--- config.mk ---
export PLATFORM = sky130hd
export DESIGN_NAME = iep_top
export DESIGN_NICKNAME = d
export VERILOG_FILES = /design/src/logic/iep_pkg.sv /design/src/logic/iep_bus_if.sv /design/src/logic/iep_top.sv /design/src/logic/iep_avalon_slave.sv /design/src/logic/iep_arbiter.sv
export SDC_FILE = /design/constraint.sdc
export NUM_CORES = 1
export LEC_CHECK = 0
export BUFFER_PORTS_ARGS = -buffer_cell sky130_fd_sc_hd__buf_2
export CAP_MARGIN = 25
export CORE_ASPECT_RATIO = 1.75
export CORE_UTILIZATION = 45
export CTS_CLUSTER_SIZE = 10
export DETAILED_ROUTE_END_ITERATION = 7
export GPL_ROUTABILITY_DRIVEN = 1
export PLACE_DENSITY = 0.68
export RECOVER_POWER = 25
export SKIP_LAST_GASP = 1
export SLEW_MARGIN = 20
export SYNTH_ARGS = -nofsm -noshare
export SYNTH_HDL_FRONTEND = slang
export SYNTH_SLANG_ARGS = --single-unit
--- constraint.sdc ---
create_clock -name sys_clk -period 16.5 [get_ports sys_clk]
set_clock_uncertainty 0.2 [all_clocks]
set_input_delay 2.475 -clock sys_clk [delete_from_list [all_inputs] [get_ports sys_clk]]
set_output_delay 2.475 -clock sys_clk [all_outputs]
set_load 0.02 [all_outputs]
--- src/logic/iep_pkg.sv ---
// shared constants, register map and types of the interrupt enable and priority block
package iep_pkg;

	// ==========================================================
	// widths
	localparam int IEP_DATA_W = 32;
	localparam int IEP_ADDR_W = 6;
	localparam int IEP_BE_W = 4;
	localparam int IEP_REG_W = 16;
	localparam int IEP_PRIO_W = 3;
	localparam int IEP_NUM_GRP5 = 12;
	localparam int IEP_NUM_PRIO = 15;
	localparam int IEP_NUM_SRC = 27;
	localparam int IEP_SRC_W = 5;
	localparam int IEP_NUM_PREGS = 4;

	typedef logic [IEP_PRIO_W-1:0] iep_level_t;
	typedef logic [IEP_SRC_W-1:0] iep_src_t;

	// ==========================================================
	// register map, byte addresses
	localparam logic [IEP_ADDR_W-1:0] IEP_OFS_ENABLE5 = 6'h00;
	localparam logic [IEP_ADDR_W-1:0] IEP_OFS_PRIO0 = 6'h04;
	localparam logic [IEP_ADDR_W-1:0] IEP_OFS_PRIO1 = 6'h08;
	localparam logic [IEP_ADDR_W-1:0] IEP_OFS_PRIO2 = 6'h0c;
	localparam logic [IEP_ADDR_W-1:0] IEP_OFS_PRIO3 = 6'h10;
	localparam logic [IEP_ADDR_W-1:0] IEP_OFS_STATUS = 6'h14;
	localparam logic [IEP_ADDR_W-1:0] IEP_OFS_MASK = 6'h18;
	localparam logic [IEP_ADDR_W-1:0] IEP_OFS_CPU = 6'h1c;

	// ==========================================================
	// implemented bits and reset values
	localparam logic [IEP_REG_W-1:0] IEP_ENABLE5_BITS = 16'h3fbe;
	localparam logic [IEP_REG_W-1:0] IEP_ENABLE5_RESET = 16'h0000;
	localparam logic [IEP_REG_W-1:0] IEP_PRIO_BITS [IEP_NUM_PREGS] =
		'{16'h7777, 16'h7770, 16'h7777, 16'h0077};
	localparam logic [IEP_REG_W-1:0] IEP_PRIO_RESET [IEP_NUM_PREGS] =
		'{16'h4444, 16'h4440, 16'h4444, 16'h0044};
	localparam logic [IEP_DATA_W-1:0] IEP_SRC_BITS = 32'h07ff_ffff;
	localparam logic [IEP_DATA_W-1:0] IEP_ZERO = 32'h0000_0000;
	localparam iep_level_t IEP_LEVEL_OFF = 3'h0;
	localparam iep_level_t IEP_GRP5_LEVEL = 3'h4;

	// ==========================================================
	// field positions
	localparam int IEP_GRP5_BIT [IEP_NUM_GRP5] = '{13, 12, 11, 10, 9, 8, 7, 5, 4, 3, 2, 1};
	localparam int IEP_PSRC_REG [IEP_NUM_PRIO] =
		'{0, 0, 0, 0, 1, 1, 1, 2, 2, 2, 2, 3, 3, 3, 3};
	localparam int IEP_PSRC_LSB [IEP_NUM_PRIO] =
		'{12, 8, 4, 0, 12, 8, 4, 12, 8, 4, 0, 4, 0, 0, 0};
	localparam int IEP_CPU_LVL_LSB = 8;
	localparam int IEP_CPU_VLD_BIT = 16;

	typedef enum logic {IEP_BUS_IDLE, IEP_BUS_DONE} iep_bus_state_e;

	// byte-lane merge of a write into an old value
	function automatic logic [IEP_DATA_W-1:0] iep_merge_be(
		input logic [IEP_DATA_W-1:0] old_val,
		input logic [IEP_DATA_W-1:0] new_val,
		input logic [IEP_BE_W-1:0] be);
		logic [IEP_DATA_W-1:0] res;
		res = old_val;
		for (int i = 0; i < IEP_BE_W; i++) begin
			if (be[i]) begin
				res[i*8 +: 8] = new_val[i*8 +: 8];
			end
		end
		return res;
	endfunction : iep_merge_be

endpackage : iep_pkg

--- src/logic/iep_bus_if.sv ---
// register access channel between the bus slave and the register file
`timescale 1ns/1ps
interface iep_bus_if;
	import iep_pkg::*;
	logic [IEP_ADDR_W-1:0] addr;
	logic [IEP_DATA_W-1:0] wdata;
	logic [IEP_BE_W-1:0] be;
	logic wr_stb;
	logic [IEP_DATA_W-1:0] rdata;

	modport slave (output addr, output wdata, output be, output wr_stb, input rdata);
	modport regs (input addr, input wdata, input be, input wr_stb, output rdata);
endinterface : iep_bus_if

--- src/logic/iep_top.sv ---
// interrupt enable and priority registers with request gating and arbitration
`timescale 1ns/1ps
module iep_top (
	// clock and reset
	input wire logic sys_clk,
	input wire logic rst,
	// avalon-mm register port
	input wire logic [iep_pkg::IEP_ADDR_W-1:0] avs_address,
	input wire logic avs_read,
	input wire logic avs_write,
	input wire logic [iep_pkg::IEP_DATA_W-1:0] avs_writedata,
	input wire logic [iep_pkg::IEP_BE_W-1:0] avs_byteenable,
	output logic [iep_pkg::IEP_DATA_W-1:0] avs_readdata,
	output logic avs_waitrequest,
	// requests of sources enabled here, order bit 13 down to bit 1
	input wire logic [iep_pkg::IEP_NUM_GRP5-1:0] grp5_req,
	// requests of sources prioritised here, with their enables from elsewhere
	input wire logic [iep_pkg::IEP_NUM_PRIO-1:0] prio_src_req,
	input wire logic [iep_pkg::IEP_NUM_PRIO-1:0] prio_src_enable,
	// cpu acceptance
	output logic cpu_irq_valid,
	output logic [iep_pkg::IEP_PRIO_W-1:0] cpu_irq_level,
	output logic [iep_pkg::IEP_SRC_W-1:0] cpu_irq_source,
	input wire logic cpu_irq_ack,
	// summary interrupt
	output logic irq
);
	import iep_pkg::*;

	// ==========================================================
	// bus front end
	iep_bus_if bus ();

	iep_avalon_slave u_slave (
		.sys_clk(sys_clk),
		.rst(rst),
		.avs_address(avs_address),
		.avs_read(avs_read),
		.avs_write(avs_write),
		.avs_writedata(avs_writedata),
		.avs_byteenable(avs_byteenable),
		.avs_readdata(avs_readdata),
		.avs_waitrequest(avs_waitrequest),
		.bus(bus.slave)
	);

	// ==========================================================
	// storage
	logic [IEP_REG_W-1:0] interrupt_enable_group5;
	logic [IEP_REG_W-1:0] prio_regs [IEP_NUM_PREGS];
	logic [IEP_DATA_W-1:0] status;
	logic [IEP_DATA_W-1:0] mask;

	// ==========================================================
	// address decode
	wire hit_enable5 = (bus.addr == IEP_OFS_ENABLE5);
	wire hit_status = (bus.addr == IEP_OFS_STATUS);
	wire hit_mask = (bus.addr == IEP_OFS_MASK);
	wire hit_cpu = (bus.addr == IEP_OFS_CPU);
	logic [IEP_NUM_PREGS-1:0] hit_prio;
	assign hit_prio[0] = (bus.addr == IEP_OFS_PRIO0);
	assign hit_prio[1] = (bus.addr == IEP_OFS_PRIO1);
	assign hit_prio[2] = (bus.addr == IEP_OFS_PRIO2);
	assign hit_prio[3] = (bus.addr == IEP_OFS_PRIO3);

	// write data after byte lanes, against the current value of the addressed word; status ones are merged against zero
	wire [IEP_DATA_W-1:0] wr_enable5 =
		iep_merge_be({16'h0000, interrupt_enable_group5}, bus.wdata, bus.be);
	wire [IEP_DATA_W-1:0] wr_mask = iep_merge_be(mask, bus.wdata, bus.be);
	wire [IEP_DATA_W-1:0] wr_status_ones = iep_merge_be(IEP_ZERO, bus.wdata, bus.be);

	// ==========================================================
	// enable register
	wire [IEP_REG_W-1:0] next_enable5 = wr_enable5[IEP_REG_W-1:0] & IEP_ENABLE5_BITS;

	always_ff @(posedge sys_clk or posedge rst) begin
		if (rst) begin
			interrupt_enable_group5 <= IEP_ENABLE5_RESET;
		end else if (bus.wr_stb && hit_enable5) begin
			interrupt_enable_group5 <= next_enable5;
		end
	end

	// ==========================================================
	// priority registers, only field bits are kept
	genvar g;
	generate
		for (g = 0; g < IEP_NUM_PREGS; g++) begin : g_prio
			wire [IEP_DATA_W-1:0] wr_prio =
				iep_merge_be({16'h0000, prio_regs[g]}, bus.wdata, bus.be);
			wire [IEP_REG_W-1:0] next_prio = wr_prio[IEP_REG_W-1:0] & IEP_PRIO_BITS[g];
			always_ff @(posedge sys_clk or posedge rst) begin
				if (rst) begin
					prio_regs[g] <= IEP_PRIO_RESET[g];
				end else if (bus.wr_stb && hit_prio[g]) begin
					prio_regs[g] <= next_prio;
				end
			end
		end
	endgenerate

	// ==========================================================
	// named enable bits
	wire capture9_irq_enable = interrupt_enable_group5[IEP_GRP5_BIT[0]];
	wire compare9_irq_enable = interrupt_enable_group5[IEP_GRP5_BIT[1]];
	wire serial_port3_event_enable = interrupt_enable_group5[IEP_GRP5_BIT[2]];
	wire serial_port3_fault_enable = interrupt_enable_group5[IEP_GRP5_BIT[3]];
	wire uart_four_tx_enable = interrupt_enable_group5[IEP_GRP5_BIT[4]];
	wire uart_four_rx_enable = interrupt_enable_group5[IEP_GRP5_BIT[5]];
	wire uart_four_error_enable = interrupt_enable_group5[IEP_GRP5_BIT[6]];
	wire i2c_three_master_enable = interrupt_enable_group5[IEP_GRP5_BIT[7]];
	wire i2c_three_slave_enable = interrupt_enable_group5[IEP_GRP5_BIT[8]];
	wire uart_three_tx_enable = interrupt_enable_group5[IEP_GRP5_BIT[9]];
	wire uart_three_rx_enable = interrupt_enable_group5[IEP_GRP5_BIT[10]];
	wire uart_three_error_enable = interrupt_enable_group5[IEP_GRP5_BIT[11]];

	wire [IEP_NUM_GRP5-1:0] grp5_enable = {
		uart_three_error_enable, uart_three_rx_enable, uart_three_tx_enable,
		i2c_three_slave_enable, i2c_three_master_enable, uart_four_error_enable,
		uart_four_rx_enable, uart_four_tx_enable, serial_port3_fault_enable,
		serial_port3_event_enable, compare9_irq_enable, capture9_irq_enable};

	// ==========================================================
	// named priority fields
	wire [IEP_PRIO_W-1:0] timer_one_priority = prio_regs[0][IEP_PSRC_LSB[0] +: IEP_PRIO_W];
	wire [IEP_PRIO_W-1:0] compare_one_priority = prio_regs[0][IEP_PSRC_LSB[1] +: IEP_PRIO_W];
	wire [IEP_PRIO_W-1:0] capture_one_priority = prio_regs[0][IEP_PSRC_LSB[2] +: IEP_PRIO_W];
	wire [IEP_PRIO_W-1:0] external_irq0_priority =
		prio_regs[0][IEP_PSRC_LSB[3] +: IEP_PRIO_W];
	wire [IEP_PRIO_W-1:0] timer_two_priority = prio_regs[1][IEP_PSRC_LSB[4] +: IEP_PRIO_W];
	wire [IEP_PRIO_W-1:0] compare_two_priority = prio_regs[1][IEP_PSRC_LSB[5] +: IEP_PRIO_W];
	wire [IEP_PRIO_W-1:0] capture_two_priority = prio_regs[1][IEP_PSRC_LSB[6] +: IEP_PRIO_W];
	wire [IEP_PRIO_W-1:0] uart_one_rx_priority = prio_regs[2][IEP_PSRC_LSB[7] +: IEP_PRIO_W];
	wire [IEP_PRIO_W-1:0] serial_port1_event_priority =
		prio_regs[2][IEP_PSRC_LSB[8] +: IEP_PRIO_W];
	wire [IEP_PRIO_W-1:0] serial_port1_fault_priority =
		prio_regs[2][IEP_PSRC_LSB[9] +: IEP_PRIO_W];
	wire [IEP_PRIO_W-1:0] timer_three_priority = prio_regs[2][IEP_PSRC_LSB[10] +: IEP_PRIO_W];
	wire [IEP_PRIO_W-1:0] adc_done_priority = prio_regs[3][IEP_PSRC_LSB[11] +: IEP_PRIO_W];
	wire [IEP_PRIO_W-1:0] uart_one_tx_priority = prio_regs[3][IEP_PSRC_LSB[12] +: IEP_PRIO_W];

	// ==========================================================
	// per-source level and effective request
	logic [IEP_PRIO_W-1:0] src_level [IEP_NUM_SRC];
	logic [IEP_NUM_SRC-1:0] src_live;

	// the field code is the level itself: 111 is seven, 001 is one
	always_comb begin
		for (int i = 0; i < IEP_NUM_SRC; i++) begin
			src_level[i] = IEP_GRP5_LEVEL;
		end
		src_level[12] = timer_one_priority;
		src_level[13] = compare_one_priority;
		src_level[14] = capture_one_priority;
		src_level[15] = external_irq0_priority;
		src_level[16] = timer_two_priority;
		src_level[17] = compare_two_priority;
		src_level[18] = capture_two_priority;
		src_level[19] = uart_one_rx_priority;
		src_level[20] = serial_port1_event_priority;
		src_level[21] = serial_port1_fault_priority;
		src_level[22] = timer_three_priority;
		src_level[23] = adc_done_priority;
		src_level[24] = uart_one_tx_priority;
		src_level[25] = IEP_LEVEL_OFF;
		src_level[26] = IEP_LEVEL_OFF;
	end

	// two spare slots keep the vector aligned to the status layout; level zero keeps them dead
	generate
		for (g = 0; g < IEP_NUM_SRC; g++) begin : g_live
			if (g < IEP_NUM_GRP5) begin : g_grp5
				assign src_live[g] = grp5_req[g] && grp5_enable[g]
					&& (src_level[g] != IEP_LEVEL_OFF);
			end else if (g < IEP_NUM_GRP5 + IEP_NUM_PRIO) begin : g_pri
				assign src_live[g] = prio_src_req[g-IEP_NUM_GRP5]
					&& prio_src_enable[g-IEP_NUM_GRP5]
					&& (src_level[g] != IEP_LEVEL_OFF);
			end else begin : g_none
				assign src_live[g] = 1'b0;
			end
		end
	endgenerate

	// ==========================================================
	// sticky status, write one to clear, cpu ack clears its source
	logic [IEP_DATA_W-1:0] ack_clear;
	always_comb begin
		ack_clear = IEP_ZERO;
		if (cpu_irq_ack && cpu_irq_valid) begin
			ack_clear[cpu_irq_source] = 1'b1;
		end
	end

	wire [IEP_DATA_W-1:0] sw_clear = (bus.wr_stb && hit_status) ? wr_status_ones : IEP_ZERO;
	wire [IEP_DATA_W-1:0] set_bits = {{(IEP_DATA_W-IEP_NUM_SRC){1'b0}}, src_live};
	// a new request in the clearing cycle survives: set is applied after clear
	wire [IEP_DATA_W-1:0] next_status =
		((status & ~sw_clear & ~ack_clear) | set_bits) & IEP_SRC_BITS;
	wire [IEP_DATA_W-1:0] next_mask = wr_mask & IEP_SRC_BITS;

	always_ff @(posedge sys_clk or posedge rst) begin
		if (rst) begin
			status <= IEP_ZERO;
			mask <= IEP_ZERO;
		end else begin
			status <= next_status;
			if (bus.wr_stb && hit_mask) begin
				mask <= next_mask;
			end
		end
	end

	// ==========================================================
	// arbitration toward the cpu
	// a source whose enable or level was dropped after latching is no longer offered
	wire [IEP_NUM_SRC-1:0] pend_live;
	generate
		for (g = 0; g < IEP_NUM_SRC; g++) begin : g_pend
			assign pend_live[g] = status[g] && mask[g] && (src_level[g] != IEP_LEVEL_OFF)
				&& (g < IEP_NUM_GRP5 ? grp5_enable[g % IEP_NUM_GRP5]
				: prio_src_enable[(g + IEP_NUM_PRIO - IEP_NUM_GRP5) % IEP_NUM_PRIO]);
		end
	endgenerate

	logic win_valid;
	logic [IEP_SRC_W-1:0] win_src;
	logic [IEP_PRIO_W-1:0] win_level;

	iep_arbiter u_arb (
		.cand(pend_live),
		.level(src_level),
		.win_valid(win_valid),
		.win_src(win_src),
		.win_level(win_level)
	);

	// registered view; one cycle behind the pending set
	always_ff @(posedge sys_clk or posedge rst) begin
		if (rst) begin
			cpu_irq_valid <= 1'b0;
			cpu_irq_level <= IEP_LEVEL_OFF;
			cpu_irq_source <= '0;
		end else begin
			cpu_irq_valid <= win_valid;
			cpu_irq_level <= win_level;
			cpu_irq_source <= win_src;
		end
	end

	assign irq = |(status & mask);

	// ==========================================================
	// read mux, unmapped and unimplemented bits read zero
	wire [IEP_DATA_W-1:0] cpu_view = {15'h0000, cpu_irq_valid,
		5'h00, cpu_irq_level, 3'h0, cpu_irq_source};
	logic [IEP_DATA_W-1:0] rd_mux;
	always_comb begin
		rd_mux = IEP_ZERO;
		if (hit_enable5) begin
			rd_mux = {16'h0000, interrupt_enable_group5 & IEP_ENABLE5_BITS};
		end
		for (int i = 0; i < IEP_NUM_PREGS; i++) begin
			if (hit_prio[i]) begin
				rd_mux = {16'h0000, prio_regs[i] & IEP_PRIO_BITS[i]};
			end
		end
		if (hit_status) begin
			rd_mux = status;
		end
		if (hit_mask) begin
			rd_mux = mask;
		end
		if (hit_cpu) begin
			rd_mux = cpu_view;
		end
	end
	assign bus.rdata = rd_mux;

endmodule : iep_top

--- src/logic/iep_avalon_slave.sv ---
// avalon-mm slave front end with one wait state
`timescale 1ns/1ps
module iep_avalon_slave (
	// clock and reset
	input wire logic sys_clk,
	input wire logic rst,
	// avalon-mm
	input wire logic [iep_pkg::IEP_ADDR_W-1:0] avs_address,
	input wire logic avs_read,
	input wire logic avs_write,
	input wire logic [iep_pkg::IEP_DATA_W-1:0] avs_writedata,
	input wire logic [iep_pkg::IEP_BE_W-1:0] avs_byteenable,
	output logic [iep_pkg::IEP_DATA_W-1:0] avs_readdata,
	output logic avs_waitrequest,
	// register side
	iep_bus_if.slave bus
);
	import iep_pkg::*;

	// ==========================================================
	// handshake
	iep_bus_state_e state;
	iep_bus_state_e next_state;
	wire req_any = avs_read | avs_write;

	// one wait state gives the read mux a full cycle before data is flopped
	assign avs_waitrequest = req_any && (state == IEP_BUS_IDLE);
	assign next_state = (state == IEP_BUS_IDLE && req_any) ? IEP_BUS_DONE : IEP_BUS_IDLE;
	assign bus.addr = avs_address;
	assign bus.wdata = avs_writedata;
	assign bus.be = avs_byteenable;
	assign bus.wr_stb = avs_write && (state == IEP_BUS_DONE);

	always_ff @(posedge sys_clk or posedge rst) begin
		if (rst) begin
			state <= IEP_BUS_IDLE;
		end else begin
			state <= next_state;
		end
	end

	always_ff @(posedge sys_clk or posedge rst) begin
		if (rst) begin
			avs_readdata <= IEP_ZERO;
		end else if (avs_read && state == IEP_BUS_IDLE) begin
			avs_readdata <= bus.rdata;
		end
	end

endmodule : iep_avalon_slave

--- src/logic/iep_arbiter.sv ---
// picks the pending source with the highest priority level
`timescale 1ns/1ps
module iep_arbiter (
	// candidates
	input wire logic [iep_pkg::IEP_NUM_SRC-1:0] cand,
	input wire logic [iep_pkg::IEP_PRIO_W-1:0] level [iep_pkg::IEP_NUM_SRC],
	// winner
	output logic win_valid,
	output logic [iep_pkg::IEP_SRC_W-1:0] win_src,
	output logic [iep_pkg::IEP_PRIO_W-1:0] win_level
);
	import iep_pkg::*;

	// ==========================================================
	// linear search, lowest index wins a tie
	always_comb begin
		win_valid = 1'b0;
		win_src = '0;
		win_level = IEP_LEVEL_OFF;
		for (int i = 0; i < IEP_NUM_SRC; i++) begin
			if (cand[i] && level[i] > win_level) begin
				win_valid = 1'b1;
				win_src = iep_src_t'(i);
				win_level = level[i];
			end
		end
	end

endmodule : iep_arbiter

# [Word level (Yosys, flattened, before mapping)]
# Index checks and enable logic that the tools add are counted.
[op_classes] bitwise_logic=8 n_reduce_logical=165 muxes=91 order_cmp=26 eq_ne=7
[op_table] op="$logic_and 1x1->1" count=137
[op_table] op="$mux 27" count=5
[op_table] op="$mux 3" count=30
[op_table] op="$and 27x27->27" count=3
[op_table] op="$mux 15" count=4
[op_table] op="$not 27->27" count=2
[op_table] op="$mux 5" count=9
[op_table] op="$gt 3x3->1" count=13
[op_table] op="$reduce_bool 3->1" count=13
[op_table] op="$gt 3x3->1 const A" count=11
[op_table] op="$mux 4" count=8
[op_table] op="$reduce_or 32->1" count=1
[op_table] op="$mux 1" count=28
[op_table] op="$or 27x25->27" count=1
[op_table] op="$reduce_and 2->1" count=13
[op_table] op="$eq 6x5->1 const B" count=4
[op_table] op="$mux 8" count=3
[op_table] op="$mux 14" count=1
[op_table] op="$eq 6x4->1 const B" count=2
[op_table] op="$eq 6x3->1 const B" count=1
[op_table] op="$logic_not 6->1" count=1
[op_table] op="$lt 5x6->1 const B" count=1
[op_table] op="$demux 1 s5" count=1
[op_table] op="$ge 5x1->1 const B" count=1
[op_table] op="3 further kinds" count=4
[word_totals] output_inout_bits=43 elab_cells=316 regBits=147 inputBits=89

# [Depth between registers and ports, before layout]
[depth] word_depth=75 ltp_mapped=92 ltp_nobuf=92

# [Modules after synthesis]
# A second synthesis with hierarchy kept.
[hier_totals] cells_unflattened=1252 hier_area_um2=11680.0
[by_module_without_submodules] mod="iep_top" cells_each=508 n_inst=1 seq_area_each_um2=2869.0 area_each_um2=5919.4
[by_module_without_submodules] mod="iep_arbiter" cells_each=628 n_inst=1 seq_area_each_um2=0.0 area_each_um2=4051.4
[by_module_without_submodules] mod="iep_avalon_slave" cells_each=116 n_inst=1 seq_area_each_um2=825.8 area_each_um2=1709.1

# [Worst setup path after synthesis]
# Ideal clock, no wire load.
[synth_path] path_type="input port to flip-flop" from="input port prio_src_enable[0] in the netlist's numbering" to="register cpu_irq_valid" setup_time_ps=138 cell_stages=83 path_buffers=0 arrival_time_ps=16818 required_ps=16162 setup_slack_ps=-656 cell_sequence="o2111a_2 > nand2_1 > ha_1 > nor2b_1 > o221a_2 > o21ai_0 > a31oi_1 > mux2i_1 > inv_1 > ha_1 > nor2_1 > a32oi_1 > o21ai_4 > a31o_2 > a32oi_1 > ha_1 > nor2_1 > inv_1 > [... 47 more ...] > a2111oi_4 > or2_1 > o31ai_2 > inv_1 > ha_1 > nor2b_1 > o21ai_0 > nand2b_1 > and3_2 > and2_1 > a31oi_1 > ha_1 > nor2b_1 > o21ai_0 > a21oi_2 > nor2_1 > nand3_1 > or4_1"
[synth_via] elab_chain_len=39 word_cells_on_any_way=51 classes_between="12 x order compare; 25 x mux; 14 x reduce/logical"
[synth_rtl] element="start: declaration" line_no="iep_top.sv:19" text="input wire logic [iep_pkg::IEP_NUM_PRIO-1:0] prio_src_enable,"
[synth_rtl] element="$logic_and 1x1->1 *" line_no="iep_top.sv:221" text="&& (g < IEP_NUM_GRP5 ? grp5_enable[g % IEP_NUM_GRP5]"
[synth_rtl] element="$logic_and 1x1->1 *" line_no="iep_arbiter.sv:21" text="if (cand[i] && level[i] > win_level) begin"
[synth_rtl] element="$mux 3" line_no="iep_arbiter.sv:21"
[synth_rtl] element="$gt 3x3->1" line_no="iep_arbiter.sv:21"
[synth_rtl] element="$logic_and 1x1->1" line_no="iep_arbiter.sv:21"
[synth_rtl] element="$mux 3" line_no="iep_arbiter.sv:21"
[synth_rtl] element="$gt 3x3->1" line_no="iep_arbiter.sv:21"
[synth_rtl] element="$logic_and 1x1->1" line_no="iep_arbiter.sv:21"
[synth_rtl] element="[... 24 more ...]"
[synth_rtl] element="$mux 3" line_no="iep_arbiter.sv:21"
[synth_rtl] element="$gt 3x3->1" line_no="iep_arbiter.sv:21"
[synth_rtl] element="$logic_and 1x1->1" line_no="iep_arbiter.sv:21"
[synth_rtl] element="$mux 3" line_no="iep_arbiter.sv:21"
[synth_rtl] element="$gt 3x3->1" line_no="iep_arbiter.sv:21"
[synth_rtl] element="$logic_and 1x1->1" line_no="iep_arbiter.sv:21"
[synth_rtl] element="$mux 1 *" line_no="iep_arbiter.sv:21"
[synth_rtl] element="named net u_arb.win_valid" line_no="iep_arbiter.sv:8" text="output logic win_valid,"
[synth_rtl] element="end signal: assignment" line_no="iep_top.sv:245" text="cpu_irq_valid <= win_valid;"
[synth_rtl] element="end: declaration" line_no="iep_top.sv:21" text="output logic cpu_irq_valid,"
# Mark *: on every way through the listed nets, which the timed path passes. The rest lies on a longest branch.
# A chain may end at the register's enable or synchronous reset.

# [Worst setup path after layout]
# Ends and elaborated chain as after synthesis.

==> results.md <==
* Status: complete, but fails checks
* Violated checks: max-capacitance violations, max-slew violations, negative setup slack
* First-iteration detailed-routing DRC count at 663
* Path category of the worst min-delay check: reg2reg
* Routed wire length on met2 at 16.55 mm
* Syn avg cell area at 9.553 sq um
* Deepest clock path buffer count at 2
* Post-Synthesis Cells at 943
* Critical path startpoint category: primary input
* Crit-path slowest cell: or4_1
* DIE HEIGHT at 189.2 um
* Slew of the pin with the lowest slew margin at 3.476 ns
* H-tree levels at 4
* Final Worst Setup Slack at -0.2506 ns
* Number of primary I/O pins at 132
* GR Util All Layers at 0.3299
* Period minus WS final at 16.75 ns
* CORE AREA at 19650 sq um
* Source of the worst register-to-register timing path: interrupt_enable_group5[5]$_DFFE_PP0P_
* Count of max-cap constraint violations at 1
* Cell occurring most often along the worst timing path: ha_4
* RSZ-0062 raised after global routing: true
* Post-synth cell types at 97
* Width of the chip at 109.0 um
* Slew Viols, Final at 76
* Worst-skew pair later-pin latency at 0.43 ns
* Final setup vio count at 2
* Die area at 20610 sq um
* Number of buffer cells added on primary ports at 117
* Maximum vdd drop at 59.41 uV
* Static Leak at 5.175 nW
* Commonest cells after routing, fill and taps aside: nand2_1, dfrtp_1, buf_2
* Most frequent standard cell in the layout excluding fill and tap cells: nand2_1
* Via count of the first global-routing pass at 8757
* Synthesis warning total at 0
* Proportion of synthesized flip-flops having asynchronous set or reset at 1.000
* Area Overhead vs Synth at 27.28%
* Fraction of final layout cells sized beyond drive strength 1 at 0.3829
* Post-synth EDFFs at 0
* Total negative slack at -0.2969 ns
* Global-route wire length before repair at 49.59 mm
* Vias per Instance at 6.307
* Wire length on met1 at 11.68 mm
* Post-route DRC at 0
* Main synth FF type: dfrtp_1
* Highest metal layer with signal wires: met4
* Type of element capturing the critical path: flip-flop
* Critical Path Start: prio_src_enable[0]
* Wirelength per Cell at 23.94 um
* Maximum number of pins on one net before global-route repair at 76
* Global placer's final weighted congestion at 0.9611
* Portion of the clock cycle consumed by the worst path in the final layout at 1.015
* Crit path kind: in2reg
* Routed wire length at 33.38 mm
* FP Rows at 68
* Post-synthesis instance area at 9009 sq um
* Initial core utilization at 0.4584
* Delay of the slowest critical-path stage at 0.55 ns
* CTS root buffer: clkbuf_16
* Total number of vias at 8792
* Fillcell total at 1755
* Headroom to the max-slew limit at -1.330
* N_diodes at 0
* Grt ovf at 0
* Antenna violations before repair at 0
* Power consumption at 1.013 mW
* Count of clock tree sinks at 142
* Number of iterations in the first detailed-routing pass at 5
* Number of buffers created by CTS at 17
* Detailed placer's ending HPWL at 24.86 mm
* Required time at the endpoint of the critical path at 16.60 ns
* Crit path DAT at 16.85 ns
* Clock input transition at the sequential cells of the worst setup and hold paths at 0.06 ns
* Worst Path Max Fanout at 4
* Count of state elements after synthesis at 142
* Portion of the post-synthesis area used by sequential elements at 0.3963
* Power density over the cells at 88.35 nW/um^2
* Total count of hold-check failures in the final report at 0
* Fmax at 0.05970 GHz
* Post-route antenna net violation count at 0
* Start point of the worst min-delay path: u_slave.avs_readdata[26]$_DFFE_PP0P_
* Final nets at 1243
* Met3 Wirelength at 2.196 mm
* CTS tree: done
[sequential cells by signal (all words and copies together), names as in the netlist, 5 cells and up]
register,cells
u_slave.avs_readdata,27
cpu_irq_source,5
prio_regs,21
interrupt_enable_group5,12
status,27
mask,27
[layer usage]
| layer | GRT usage | vias to the layer above |
|---|---|---|
| met3 | 0.05198 | 149 |
| met5 | 0 | - |
| met4 | 0.2713 | 0 |
| li1 | - | 3946 |
| met1 | 0.3604 | 4275 |
| met2 | 0.5506 | 422 |
[critical path, delay by kind of cell]
family | cells | cell delay (ns)
AOI/OAI and AO/OA | 36 | 6.06
adders and majority gates | 13 | 3.33
buffers and inverters | 7 | 0.64
muxes | 3 | 0.76
and+or+nand+nor | 26 | 3.56
[cell families (layout without fill, tap and decap cells)]
kind of cell,count (synthesis),after routing,synth area share
AOI/OAI and AO/OA,279,279,0.2413
adders and majority gates,19,19,0.02611
buffers and inverters,71,273,0.03264
DFF,142,142,0.3963
muxes,95,95,0.1225
other,1,5,0.0004163
and+or+nand+nor,336,336,0.1808
[path summary, 6_finish.rpt]
| path | end | slack, ns | cells after the start |
|---|---|---|---|
| worst max-delay path | cpu_irq_valid$_DFF_PP0_ | -0.25 | 85 |
| worst min-delay path | u_slave.avs_readdata[26]$_DFFE_PP0P_ | 0.27 | 2 |
| worst max register to register | cpu_irq_valid$_DFF_PP0_ | 0.27 | 90 |
| worst min register to register | u_slave.avs_readdata[26]$_DFFE_PP0P_ | 0.27 | 2 |
| max in group asynchronous | status[13]$_DFF_PP0_ | 11.24 | 3 |
| min in group asynchronous | status[17]$_DFF_PP0_ | 2.85 | 2 |
[layout make-up]
cell class | count | area, sq um | area share
Clock buffer | 21 | 450.4 | 0.03928
Clock inverter | 11 | 111.4 | 0.009712
Inverter | 31 | 117.6 | 0.01026
Multi-Input combinational cell | 734 | 5609 | 0.4892
Sequential cell | 142 | 3570 | 0.3113
Tap cell | 245 | 306.5 | 0.02674
Timing Repair Buffer | 210 | 1301 | 0.1135
[stage by stage]
stage / util / hold slack, ns / std cells / setup slack, ns / instance area [sq um]
after floorplan: - / 0.2831 / 947 / 0.01175 / 9216
after global placement: 0.5268 / 0.2558 / 1324 / -0.7120 / 10350
after detailed placement: 0.5268 / 0.2648 / 1324 / -0.8714 / 10350
after CTS: 0.5648 / 0.2780 / 1376 / -0.1022 / 11100
after global routing: 0.5834 / 0.2998 / 1394 / -0.9660 / 11470
final: 0.5834 / 0.2684 / 1394 / -0.2506 / 11470
[synth_stat cells (6+ instances only)]
library cell / number / share of area
mux2_2: 72 / 0.090
o21ai_1: 6 / 0.0033
a22oi_1: 22 / 0.018
and3_1: 9 / 0.0062
nand3_1: 31 / 0.017
nor3_1: 12 / 0.0067
dfstp_2: 13 / 0.038
nand2b_1: 8 / 0.0056
inv_1: 31 / 0.013
nand4_1: 19 / 0.013
o311ai_0: 6 / 0.0058
dfrtp_1: 129 / 0.36
a21oi_1: 25 / 0.014
o21ai_0: 71 / 0.039
clkbuf_1: 30 / 0.013
o211ai_1: 12 / 0.010
o22ai_1: 7 / 0.0049
mux2i_1: 18 / 0.020
a32o_1: 10 / 0.011
o31ai_1: 10 / 0.0083
and2_1: 13 / 0.0090
ha_1: 18 / 0.025
or3_1: 6 / 0.0042
a31oi_1: 24 / 0.017
nor2_1: 61 / 0.025
nand2_1: 134 / 0.056
[repair_timing]
item                       in CTS  in global routing
pin swaps                      11                 50
hold endpoints to repair        0                  0
setup endpoints to repair       4                  9
resized for setup               7                 50
setup buffers                  20                 16
hold buffers                    0                  0
[power breakdown]
part           internal, mW  leakage (nW)  switching (mW)
registers             0.383          1.81          0.0547
clock network         0.213         0.268           0.156
logic                0.0943          3.10           0.112
Power figures use the tool's default switching activity.
